File: config.mk
export PLATFORM = sky130hd
export DESIGN_NAME = mpg_gate_timing
export DESIGN_NICKNAME = d
export VERILOG_FILES = /design/src/hw/mpg_pkg.sv /design/src/hw/mpg_clk_div.sv /design/src/hw/mpg_phase_seq.sv /design/src/hw/mpg_gate_timing.sv
export VERILOG_INCLUDE_DIRS = /design/src /design/src/hw
export SDC_FILE = /design/constraint.sdc
export NUM_CORES = 1
export LEC_CHECK = 0
export BUFFER_PORTS_ARGS = -buffer_cell sky130_fd_sc_hd__buf_2
export CORE_AREA = 4 4 114 116
export CTS_CLUSTER_SIZE = 40
export DETAILED_ROUTE_END_ITERATION = 10
export DIE_AREA = 0 0 118 120
export PLACE_DENSITY = 0.85
export REMOVE_ABC_BUFFERS = 1
export SYNTH_ARGS = -nofsm -noshare
export SYNTH_HDL_FRONTEND = slang
export SYNTH_HIERARCHICAL = 1
export SYNTH_SLANG_ARGS = --single-unit
File: constraint.sdc
create_clock -name CLOCK -period 5.5 [get_ports CLOCK]
set_clock_uncertainty 0.05 [all_clocks]
set_input_delay 1.1 -clock CLOCK [delete_from_list [all_inputs] [get_ports CLOCK]]
set_output_delay 1.1 -clock CLOCK [all_outputs]
set_load 0.01 [all_outputs]
File: src/hw/mpg_params.svh
`ifndef MPG_PARAMS_SVH
`define MPG_PARAMS_SVH

// ==========================================
// register offsets
`define MPG_ADDR_GATE_EN      8'h01
`define MPG_ADDR_GATE_ASSOC   8'h02
`define MPG_ADDR_L1_DIV       8'h09
`define MPG_ADDR_L2_DIV       8'h0a
`define MPG_ADDR_L1_PHEN      8'h0b
`define MPG_ADDR_L2_PHEN      8'h0c
`define MPG_ADDR_L1_DELOFF    8'h0d
`define MPG_ADDR_L2_DELOFF    8'h0e
`define MPG_ADDR_STATUS       8'h1f

// ==========================================
// field positions
`define MPG_EN_MSB            3
`define MPG_DEL_MSB           7
`define MPG_DEL_LSB           3
`define MPG_OFF_MSB           2
`define MPG_OFF_LSB           0

// ==========================================
// reset values
`define MPG_RST_GATE_EN       4'h0
`define MPG_RST_GATE_ASSOC    4'h0
`define MPG_RST_DIV           8'h00
`define MPG_RST_PHEN          4'h0
`define MPG_RST_DELOFF        8'h00

`endif

File: src/hw/mpg_pkg.sv
package mpg_pkg;

	// ==========================================
	// per-loop timing configuration
	typedef struct packed {
		logic [7:0] divider;
		logic [4:0] phase_delay;
		logic [2:0] off_time;
		logic [3:0] phase_en;
	} mpg_loop_cfg_s;

	// ==========================================
	// sequencer states
	typedef enum logic {
		SEQ_IDLE,
		SEQ_RUN
	} mpg_seq_e;

endpackage : mpg_pkg

File: src/hw/mpg_clk_div.sv
`timescale 1ns/1ps

module mpg_clk_div #(
	parameter int W = 8
) (
	// clock and reset
	input  wire logic         clock,
	input  wire logic         rst,
	// divider setting and divided tick
	input  wire logic [W-1:0] divider,
	output logic              tick
);

	logic [W-1:0] cnt_q;
	logic [W-1:0] cnt_d;
	logic         wrap;

	// ==========================================
	// divide by setting plus one
	// divide by value plus one
	assign wrap  = (cnt_q >= divider);
	assign cnt_d = wrap ? '0 : W'(cnt_q + 1'b1);
	assign tick  = wrap;

	always_ff @(posedge clock or posedge rst) begin
		if (rst) begin
			cnt_q <= '0;
		end else begin
			cnt_q <= cnt_d;
		end
	end

endmodule : mpg_clk_div

File: src/hw/mpg_phase_seq.sv
`timescale 1ns/1ps

module mpg_phase_seq #(
	parameter int NPH = 4,
	parameter int IW  = 2
) (
	// clock and reset
	input  wire logic                  clock,
	input  wire logic                  rst,
	// divided-clock tick and settings
	input  wire logic                  tick,
	input  mpg_pkg::mpg_loop_cfg_s     cfg,
	// internal phase outputs
	output logic [NPH-1:0]             phase_on,
	output logic                       running
);

	mpg_pkg::mpg_seq_e state_q;
	logic [IW-1:0]     cur_q;
	logic [5:0]        dly_q;
	logic [2:0]        off_q [NPH];
	logic [2:0]        off_len;
	logic              dly_done;
	logic              any_en;
	logic [IW-1:0]     nxt;

	// next enabled phase after cur, wrapping to itself
	function automatic logic [IW-1:0] next_en(input logic [IW-1:0] cur,
	                                          input logic [NPH-1:0] en);
		logic [IW-1:0] r;
		int            idx;
		r = cur;
		for (int k = NPH; k >= 1; k--) begin
			idx = (int'(cur) + k) % NPH;
			if (en[idx]) begin
				r = IW'(idx);
			end
		end
		return r;
	endfunction : next_en

	// ==========================================
	// decode
	// zero off-time gives one period
	assign off_len  = (cfg.off_time == 3'h0) ? 3'h1 : cfg.off_time;
	// delay is field plus one
	assign dly_done = (dly_q == {1'b0, cfg.phase_delay});
	// internal phase enables
	assign any_en   = |cfg.phase_en;
	assign nxt      = next_en(cur_q, cfg.phase_en);
	assign running  = (state_q == mpg_pkg::SEQ_RUN);

	for (genvar p = 0; p < NPH; p++) begin : g_on
		assign phase_on[p] = running && cfg.phase_en[p] && (off_q[p] == 3'h0);
	end

	// ==========================================
	// delay chain and off timers
	always_ff @(posedge clock or posedge rst) begin
		if (rst) begin
			state_q <= mpg_pkg::SEQ_IDLE;
			cur_q   <= IW'(NPH - 1);
			dly_q   <= 6'h00;
			for (int p = 0; p < NPH; p++) begin
				off_q[p] <= 3'h0;
			end
		end else begin
			unique case (state_q)
				mpg_pkg::SEQ_IDLE: begin
					dly_q <= 6'h00;
					if (any_en && tick) begin
						state_q     <= mpg_pkg::SEQ_RUN;
						cur_q       <= nxt;
						off_q[nxt]  <= off_len;
					end
				end
				mpg_pkg::SEQ_RUN: begin
					if (!any_en) begin
						state_q <= mpg_pkg::SEQ_IDLE;
						cur_q   <= IW'(NPH - 1);
						for (int p = 0; p < NPH; p++) begin
							off_q[p] <= 3'h0;
						end
					end else if (tick) begin
						// off time counts divided periods
						for (int p = 0; p < NPH; p++) begin
							if (off_q[p] != 3'h0) begin
								off_q[p] <= 3'(off_q[p] - 1'b1);
							end
						end
						// step after delay periods
						// reopen after whole chain
						if (dly_done) begin
							dly_q      <= 6'h00;
							cur_q      <= nxt;
							off_q[nxt] <= off_len;
						end else begin
							dly_q <= 6'(dly_q + 1'b1);
						end
					end
				end
			endcase
		end
	end

endmodule : mpg_phase_seq

File: src/hw/mpg_gate_timing.sv
// Function
// bits 3..0 enable physical phases four..one
// host writes zero to upper bits
// all timing from one oscillator clock
// each loop has own clock divider
// divider divides by setting plus one
// off time counted in divided periods
// phase delay counted in divided periods
// phase delay field plus one periods
// off time zero gives one period
// reopen only after all phase delays
// host keeps delay near 32 periods
// internal phase enables set chain length
// disabled physical phase holds gate off
`timescale 1ns/1ps
`include "mpg_params.svh"

module mpg_gate_timing #(
	parameter int NPH = 4
) (
	// clock and reset
	input  wire logic           CLOCK,
	input  wire logic           RST,
	// register port
	input  wire logic [7:0]     REG_ADDR,
	input  wire logic           REG_WRITE,
	input  wire logic [7:0]     REG_WDATA,
	input  wire logic           REG_READ,
	output logic      [7:0]     REG_RDATA,
	// gate drive outputs
	output logic      [NPH-1:0] GATE_DRIVE
);

	// ==========================================
	// register storage
	logic [3:0]             gate_phase_enable_q;
	logic [3:0]             gate_assoc_q;
	logic [7:0]             loop1_divider_q;
	logic [7:0]             loop2_divider_q;
	logic [3:0]             loop1_phen_q;
	logic [3:0]             loop2_phen_q;
	logic [7:0]             loop1_delay_offtime_q;
	logic [7:0]             loop2_delay_offtime_q;
	logic [7:0]             rdata_q;
	logic [7:0]             rdata_d;
	logic [NPH-1:0]         gate_q;
	logic [NPH-1:0]         gate_d;

	// ==========================================
	// address decode
	logic                   wr_gate_en;
	logic                   wr_assoc;
	logic                   wr_l1_div;
	logic                   wr_l2_div;
	logic                   wr_l1_phen;
	logic                   wr_l2_phen;
	logic                   wr_l1_do;
	logic                   wr_l2_do;

	assign wr_gate_en = REG_WRITE && (REG_ADDR == `MPG_ADDR_GATE_EN);
	assign wr_assoc   = REG_WRITE && (REG_ADDR == `MPG_ADDR_GATE_ASSOC);
	assign wr_l1_div  = REG_WRITE && (REG_ADDR == `MPG_ADDR_L1_DIV);
	assign wr_l2_div  = REG_WRITE && (REG_ADDR == `MPG_ADDR_L2_DIV);
	assign wr_l1_phen = REG_WRITE && (REG_ADDR == `MPG_ADDR_L1_PHEN);
	assign wr_l2_phen = REG_WRITE && (REG_ADDR == `MPG_ADDR_L2_PHEN);
	assign wr_l1_do   = REG_WRITE && (REG_ADDR == `MPG_ADDR_L1_DELOFF);
	assign wr_l2_do   = REG_WRITE && (REG_ADDR == `MPG_ADDR_L2_DELOFF);

	// ==========================================
	// register writes
	always_ff @(posedge CLOCK or posedge RST) begin
		if (RST) begin
			gate_phase_enable_q   <= `MPG_RST_GATE_EN;
			gate_assoc_q          <= `MPG_RST_GATE_ASSOC;
			loop1_divider_q       <= `MPG_RST_DIV;
			loop2_divider_q       <= `MPG_RST_DIV;
			loop1_phen_q          <= `MPG_RST_PHEN;
			loop2_phen_q          <= `MPG_RST_PHEN;
			loop1_delay_offtime_q <= `MPG_RST_DELOFF;
			loop2_delay_offtime_q <= `MPG_RST_DELOFF;
		end else begin
			// one enable bit per phase
			// reserved upper bits not stored
			if (wr_gate_en) begin
				gate_phase_enable_q <= REG_WDATA[`MPG_EN_MSB:0];
			end
			if (wr_assoc) begin
				gate_assoc_q <= REG_WDATA[`MPG_EN_MSB:0];
			end
			if (wr_l1_div) begin
				loop1_divider_q <= REG_WDATA;
			end
			if (wr_l2_div) begin
				loop2_divider_q <= REG_WDATA;
			end
			if (wr_l1_phen) begin
				loop1_phen_q <= REG_WDATA[`MPG_EN_MSB:0];
			end
			if (wr_l2_phen) begin
				loop2_phen_q <= REG_WDATA[`MPG_EN_MSB:0];
			end
			// delay value taken as written
			if (wr_l1_do) begin
				loop1_delay_offtime_q <= REG_WDATA;
			end
			if (wr_l2_do) begin
				loop2_delay_offtime_q <= REG_WDATA;
			end
		end
	end

	// ==========================================
	// loop configuration
	mpg_pkg::mpg_loop_cfg_s cfg1;
	mpg_pkg::mpg_loop_cfg_s cfg2;

	assign cfg1.divider     = loop1_divider_q;
	assign cfg1.phase_delay = loop1_delay_offtime_q[`MPG_DEL_MSB:`MPG_DEL_LSB];
	assign cfg1.off_time    = loop1_delay_offtime_q[`MPG_OFF_MSB:`MPG_OFF_LSB];
	assign cfg1.phase_en    = loop1_phen_q;
	assign cfg2.divider     = loop2_divider_q;
	assign cfg2.phase_delay = loop2_delay_offtime_q[`MPG_DEL_MSB:`MPG_DEL_LSB];
	assign cfg2.off_time    = loop2_delay_offtime_q[`MPG_OFF_MSB:`MPG_OFF_LSB];
	assign cfg2.phase_en    = loop2_phen_q;

	// ==========================================
	// divided clocks, one per loop
	logic                   tick1;
	logic                   tick2;

	// both dividers run on CLOCK
	// separate divider per loop
	mpg_clk_div #(
		.W       (8)
	) u_div1 (
		.clock   (CLOCK),
		.rst     (RST),
		.divider (cfg1.divider),
		.tick    (tick1)
	);

	mpg_clk_div #(
		.W       (8)
	) u_div2 (
		.clock   (CLOCK),
		.rst     (RST),
		.divider (cfg2.divider),
		.tick    (tick2)
	);

	// ==========================================
	// phase sequencers
	logic [NPH-1:0]         on1;
	logic [NPH-1:0]         on2;
	logic                   run1;
	logic                   run2;

	mpg_phase_seq #(
		.NPH      (NPH),
		.IW       (2)
	) u_seq1 (
		.clock    (CLOCK),
		.rst      (RST),
		.tick     (tick1),
		.cfg      (cfg1),
		.phase_on (on1),
		.running  (run1)
	);

	mpg_phase_seq #(
		.NPH      (NPH),
		.IW       (2)
	) u_seq2 (
		.clock    (CLOCK),
		.rst      (RST),
		.tick     (tick2),
		.cfg      (cfg2),
		.phase_on (on2),
		.running  (run2)
	);

	// ==========================================
	// gate drive, per physical phase
	for (genvar g = 0; g < NPH; g++) begin : g_gate
		// disabled phase held off
		assign gate_d[g] = gate_phase_enable_q[g] && (gate_assoc_q[g] ? on2[g] : on1[g]);
	end

	// ==========================================
	// read mux
	logic [7:0]             status;

	assign status = {2'b00, run2, run1, gate_q};

	always_comb begin
		rdata_d = rdata_q;
		if (REG_READ) begin
			unique case (REG_ADDR)
				`MPG_ADDR_GATE_EN:    rdata_d = {4'h0, gate_phase_enable_q};
				`MPG_ADDR_GATE_ASSOC: rdata_d = {4'h0, gate_assoc_q};
				`MPG_ADDR_L1_DIV:     rdata_d = loop1_divider_q;
				`MPG_ADDR_L2_DIV:     rdata_d = loop2_divider_q;
				`MPG_ADDR_L1_PHEN:    rdata_d = {4'h0, loop1_phen_q};
				`MPG_ADDR_L2_PHEN:    rdata_d = {4'h0, loop2_phen_q};
				`MPG_ADDR_L1_DELOFF:  rdata_d = loop1_delay_offtime_q;
				`MPG_ADDR_L2_DELOFF:  rdata_d = loop2_delay_offtime_q;
				`MPG_ADDR_STATUS:     rdata_d = status;
				default:              rdata_d = 8'h00;
			endcase
		end
	end

	always_ff @(posedge CLOCK or posedge RST) begin
		if (RST) begin
			rdata_q <= 8'h00;
			gate_q  <= '0;
		end else begin
			rdata_q <= rdata_d;
			gate_q  <= gate_d;
		end
	end

	assign REG_RDATA  = rdata_q;
	assign GATE_DRIVE = gate_q;

endmodule : mpg_gate_timing

# Word level (Yosys, flattened, before mapping)
# Index checks and enable logic that the tools add are counted.
[word_totals] register_bits=118 inputBits=20 output_inout_bits=12 elab_cells=274
[op_classes] n_addsub=20 order_cmp=14 eq_ne=21 muxes=115 bitwise_logic=12 n_reduce_logical=66
[ops] cell="two-way mux 3 bit" count=36
[ops] cell="two-way mux 12 bit" count=8
[ops] cell="case mux 8 bit (9 select lines)" count=1
[ops] cell="bitwise mux 12 bit" count=4
[ops] cell="equality test 8 x 4 -> 1 bit, second input constant" count=6
[ops] cell="case mux 12 bit (2 select lines)" count=2
[ops] cell="two-way mux 6 bit" count=6
[ops] cell="logical AND 1 bit" count=32
[ops] cell="less-than comparator 3 x 4 -> 1 bit, second input constant" count=8
[ops] cell="two-way mux 2 bit" count=16
[ops] cell="zero test 3 bit" count=10
[ops] cell="two-way mux 1 bit" count=24
[ops] cell="case mux 6 bit (2 select lines)" count=2
[ops] cell="nonzero test 3 bit" count=8
[ops] cell="subtractor 3 x 1 -> 3 bit, second input constant" count=8
[ops] cell="adder 8 x 1 -> 8 bit, second input constant" count=2
[ops] cell="binary-select mux 1 bit (select 2 bit)" count=8
[ops] cell=">= comparator 8 bit" count=2
[ops] cell="two-way mux 8 bit" count=2
[ops] cell="OR reduction 2 bit" count=8
[ops] cell="adder 6 x 1 -> 6 bit, second input constant" count=2
[ops] cell="demux 3 bit (select 2 bit)" count=2
[ops] cell="equality test 6 x 5 -> 1 bit" count=2
[ops] cell="!= test 3 bit, second input constant" count=4
[ops] cell="17 further kinds" count=45

# Depth between registers and ports, before layout
[logic_depth] depth_word=20 depth_mapped=11 ltp_nobuf=10

# Hierarchy
# The synthesis kept the hierarchy.
[modules_own_cells] mod="mpg_gate_timing" instances=1 cells_per_inst=228 area_each_um2=2900.3 seq_area_each_um2=1501.4
[modules_own_cells] mod="mpg_phase_seq at u_seq2" instances=1 cells_per_inst=254 area_each_um2=2157.1 seq_area_each_um2=528.0
[modules_own_cells] mod="mpg_phase_seq at u_seq1" instances=1 cells_per_inst=238 area_each_um2=1838.0 seq_area_each_um2=528.0
[modules_own_cells] mod="mpg_clk_div" instances=2 cells_per_inst=55 area_each_um2=559.3 seq_area_each_um2=200.2

# Worst setup path before layout
# No wires, ideal clock.
[synth_timing] path_type="input to register" from="input REG_ADDR[0]" to="register loop2_divider_q[0]" setup_ns=0.125 arrival_ns=2.511 setup_slack_ns=2.815 path_stages=5 cell_sequence="buf_2 or4b_1 nor2_1 nand2_1 mux2_2"
[synth_between] elab_chain_len=2
[synth_lines] item="start: declaration" line="mpg_gate_timing.sv:25" rtl="input wire logic [7:0] REG_ADDR,"
[synth_lines] item="equality test 8 x 4 -> 1 bit"
[synth_lines] item="logical AND 1 bit" line="mpg_gate_timing.sv:63" rtl="assign wr_l2_div = REG_WRITE && (REG_ADDR == `MPG_ADDR_L2_DIV);"
[synth_lines] item="end signal: assignment" line="mpg_gate_timing.sv:76" rtl="loop2_divider_q <= `MPG_RST_DIV;"
[synth_lines] item="end: declaration" line="mpg_gate_timing.sv:39" rtl="logic [7:0] loop2_divider_q;"
# No other way between the ends.
# A chain may end at the register's enable or synchronous reset.

# Worst setup path in the final report
[layout_timing] from="register loop2_divider_q[6]" to="register u_seq2/off_q[6] in the netlist's numbering"
[layout_between] elab_chain_len=4 elab_cells_between_ends=5 classes_between="order compare (1); eq/ne (2); reduce/logical (2)"
[layout_lines] item=">= comparator 8 bit *" line="mpg_clk_div.sv:21" rtl="assign wrap = (cnt_q >= divider);"
[layout_lines] item="net tick2" line="mpg_gate_timing.sv:129" rtl="logic tick2;"
[layout_lines] item="logical AND 1 bit" line="mpg_phase_seq.sv:71" rtl="if (any_en && tick) begin"
[layout_lines] item="!= test 2 x 1 -> 1 bit (no line)"
[layout_lines] item="AND reduction 2 bit (no line) *"
[layout_lines] item="end signal: indexed assignment" line="mpg_phase_seq.sv:74" rtl="off_q[nxt] <= off_len;"
[layout_lines] item="end signal: indexed assignment" line="mpg_phase_seq.sv:88" rtl="off_q[p] <= 3'(off_q[p] - 1'b1);"
[layout_lines] item="end signal: indexed assignment" line="mpg_phase_seq.sv:96" rtl="off_q[nxt] <= off_len;"
[layout_lines] item="end: declaration" line="mpg_phase_seq.sv:21" rtl="logic [2:0] off_q [NPH];"
# The timed path passes the listed nets; every way through them passes the cells marked *.

==> flow_metrics.env <==
export IMPL_cts_buffers=17
export IMPL_hold_viol_final=0
export IMPL_yosysSeqAreaShare_pct=36.9
export IMPL_critPathKind="flop to flop"
export IMPL_via_per_inst=6.71
export IMPL_place_inst=971
export IMPL_crit_fanout=11
export IMPL_drive_gt1_share_pct=18.7
export IMPL_root_buffer="clkbuf_16"
export IMPL_die_y_um=120
export IMPL_grt_remaining_overflow=0
export IMPL_synth_area_per_cell_um2=9.66
export IMPL_dp_hpwl_mm=14.3
export IMPL_hold_class="flop to flop"
export IMPL_netlist_area_um2=8010
export IMPL_num_vias=6714
export IMPL_yosys_area_top_type="dfrtp_1"
export IMPL_synth_area_leaders="dfrtp_1 36%, mux2_2 6.9%, ha_1 5.8%, nor2_1 3.4%, a21oi_1 2.5%"
export IMPL_setup_viol=0
export IMPL_final_core_util_pct=73.3
export IMPL_vdd_ir_drop_max_v=0.000277
export IMPL_nets=900
export IMPL_instances_no_fill=1001
export IMPL_cts_tree="done"
export IMPL_fp_coreArea_um2=11900
export IMPL_syn_to_final_growth_pct=8.90
export IMPL_clock_fmax_mhz=337
export IMPL_synth_cell_types=92
export IMPL_cp_end_kind="flop"
export IMPL_diodes=0
export IMPL_worstSetupStartpointType="flop"
export IMPL_max_slew_worst_pin_slew_ps=1230
export IMPL_synth_ff_type="dfrtp_1"
export IMPL_synth_most_common_cell="dfrtp_1"
export IMPL_wl_per_cell_um=19.9
export IMPL_ctsHoldBuffers=0
export IMPL_cts_max_path_buffers=2
export IMPL_first_iter_violations=809
export IMPL_slew_headroom_pct=18.0
export IMPL_synthArstFlopShare_pct=100
export IMPL_cts_resized=0
export IMPL_p_per_area_nw_per_um2=386
export IMPL_synth_edf_count=0
export IMPL_synth_commonest_cells="114 x dfrtp_1, 73 x nor2_1, 52 x inv_1"
export IMPL_die_x_um=118
export IMPL_rsz0062_at_grt="no"
export IMPL_ys_ff_latch=118
export IMPL_fin_area_um2=8730
export IMPL_post_cts_buffers=0
export IMPL_synth_top_cell_area_share_pct=35.6
export IMPL_grtUsageTotal_pct=28.6
export IMPL_clk_latency_ps=420
export IMPL_wirelength_mm=19.9
export IMPL_ys_warnings_count=6
export IMPL_portBuffers=31
export IMPL_drtPass1Iterations=5
export IMPL_period_needed_ps=2970
export IMPL_netlist_instances=830
export IMPL_finalCritPeriodShare_pct=53.9
export IMPL_grt_max_degree=61
export IMPL_ioPinCount=32
export IMPL_detail_route_antenna_nets=0
export IMPL_final_max_slew_viol_count=0
export IMPL_antenna_found_initial=0
export IMPL_cts_sinks=118
export IMPL_grt_first_pass_wirelength_mm=32.7
export IMPL_tns_ps=0
export IMPL_required_ps=5740
export IMPL_outcome="complete, no violations"
export IMPL_grt_pass1_vias=6588
export IMPL_dieArea_um2=14200
export IMPL_place_gp_congestion=0.883
export IMPL_p_leak_nw=3.93
export IMPL_drc=0
export IMPL_cap_violations=0
export IMPL_place_area_um2=8130
export IMPL_initial_utilization_pct=67.3
export IMPL_cp_arrival_ps=3210
export IMPL_fp_row_count=40
export IMPL_htree_levels=4
export IMPL_clkTransAtPathRegs_ps=50
==> cell type report <==
class / instances / area, um^2
Inverter: 52 / 195
Fill cell: 852 / 3180
Timing Repair Buffer: 31 / 155
Sequential cell: 118 / 2960
Multi-Input combinational cell: 623 / 4640
Tap cell: 147 / 184
Clock inverter: 9 / 126
Clock buffer: 21 / 470
==> path summary, 6_finish.rpt <==
check                                                from                     endpoint  slack (ps)  cells past startpoint
max                        loop2_divider_q[6]$_DFFE_PP0P_  u_seq2/off_q[6]$_DFFE_PP0P_        2530                     10
min                             u_div2/cnt_q[0]$_DFF_PP0_    u_div2/cnt_q[0]$_DFF_PP0_         440                      1
max reg2reg                loop2_divider_q[6]$_DFFE_PP0P_  u_seq2/off_q[6]$_DFFE_PP0P_        2530                     10
min reg2reg                     u_div2/cnt_q[0]$_DFF_PP0_    u_div2/cnt_q[0]$_DFF_PP0_         440                      1
max in group asynchronous                             RST  gate_assoc_q[0]$_DFFE_PP0P_        3610                      2
min in group asynchronous                             RST    u_div2/cnt_q[7]$_DFF_PP0_         640                      2
==> cell usage in the layout (no fill, tap or decap), drive strengths merged, types with 9 or more instances in the layout <==
cell type / synthesis / routed
a31oi: 16 / 16
nor2b: 27 / 27
nand4: 10 / 10
a221oi: 12 / 12
xnor2: 14 / 14
nand2: 50 / 50
dfrtp: 114 / 114
and3: 21 / 21
nor2: 74 / 74
a22o: 13 / 13
nor3: 20 / 20
nand3: 34 / 34
o21ai: 31 / 31
mux2i: 13 / 13
a21oi: 43 / 43
inv: 52 / 52
mux2: 53 / 53
or3: 9 / 9
buf: 26 / 31
clkbuf: 11 / 21
xor2: 16 / 16
nand2b: 13 / 13
ha: 37 / 37
==> layer usage <==
metal,wire (um),vias up,global-route usage (%)
li1,-,3081,-
met4,529,0,11.9
met5,0,-,0
met1,8220,3263,36.6
met2,9760,311,46.8
met3,1440,59,6.93
==> kinds of logic after synthesis <==
logic type / Yosys count / share of synthesized area [%]
buffers and inverters: 89 / 5.21
AOI/OAI and AO/OA: 194 / 19.0
DFF: 118 / 36.9
and+or+nand+nor: 296 / 20.8
xor gates and xnor gates: 30 / 3.28
adders and majority gates: 37 / 5.78
muxes: 66 / 9.07
==> flip-flops by register name, indices dropped and copies added, names as in the netlist <==
name                   count
u_seq2/dly_q               6
u_seq1/running             1
u_seq1/dly_q               6
loop1_phen_q               4
loop1_divider_q            8
u_seq1/off_q              12
GATE_DRIVE                 4
u_seq2/running             1
gate_phase_enable_q        4
u_div1/cnt_q               8
loop1_delay_offtime_q      8
loop2_divider_q            8
loop2_delay_offtime_q      8
u_seq2/cur_q               2
u_seq2/off_q              12
REG_RDATA                  8
u_seq1/cur_q               2
loop2_phen_q               4
gate_assoc_q               4
u_div2/cnt_q               8
==> through the flow <==
stage | hold WS, ps | power (mW) | setup WS [ps]
2_1_floorplan | 396 | 1.97 | 2870
3_3_place_gp | 417 | 2.17 | 2600
3_5_place_dp | 422 | 2.24 | 2520
4_1_cts | 437 | 3.37 | 2590
5_1_grt | 470 | 3.56 | 2380
6_report | 439 | 3.37 | 2530
==> power breakdown <==
group	internal [mW]	switching, mW	total [mW]
Clock	0.739	0.379	1.12
Combinational	0.427	0.651	1.08
Sequential	1.00	0.169	1.17
==> worst max-delay path: stages (launching register included) <==
cell	delay, ps
dfrtp_1	410
inv_1	70
ha_1	300
and3_1	200
o211ai_1	110
o21ai_2	480
inv_1	150
nor2_1	420
a21oi_2	170
a2111oi_4	330
a31oi_1	130
Power figures use the tool's default switching activity.
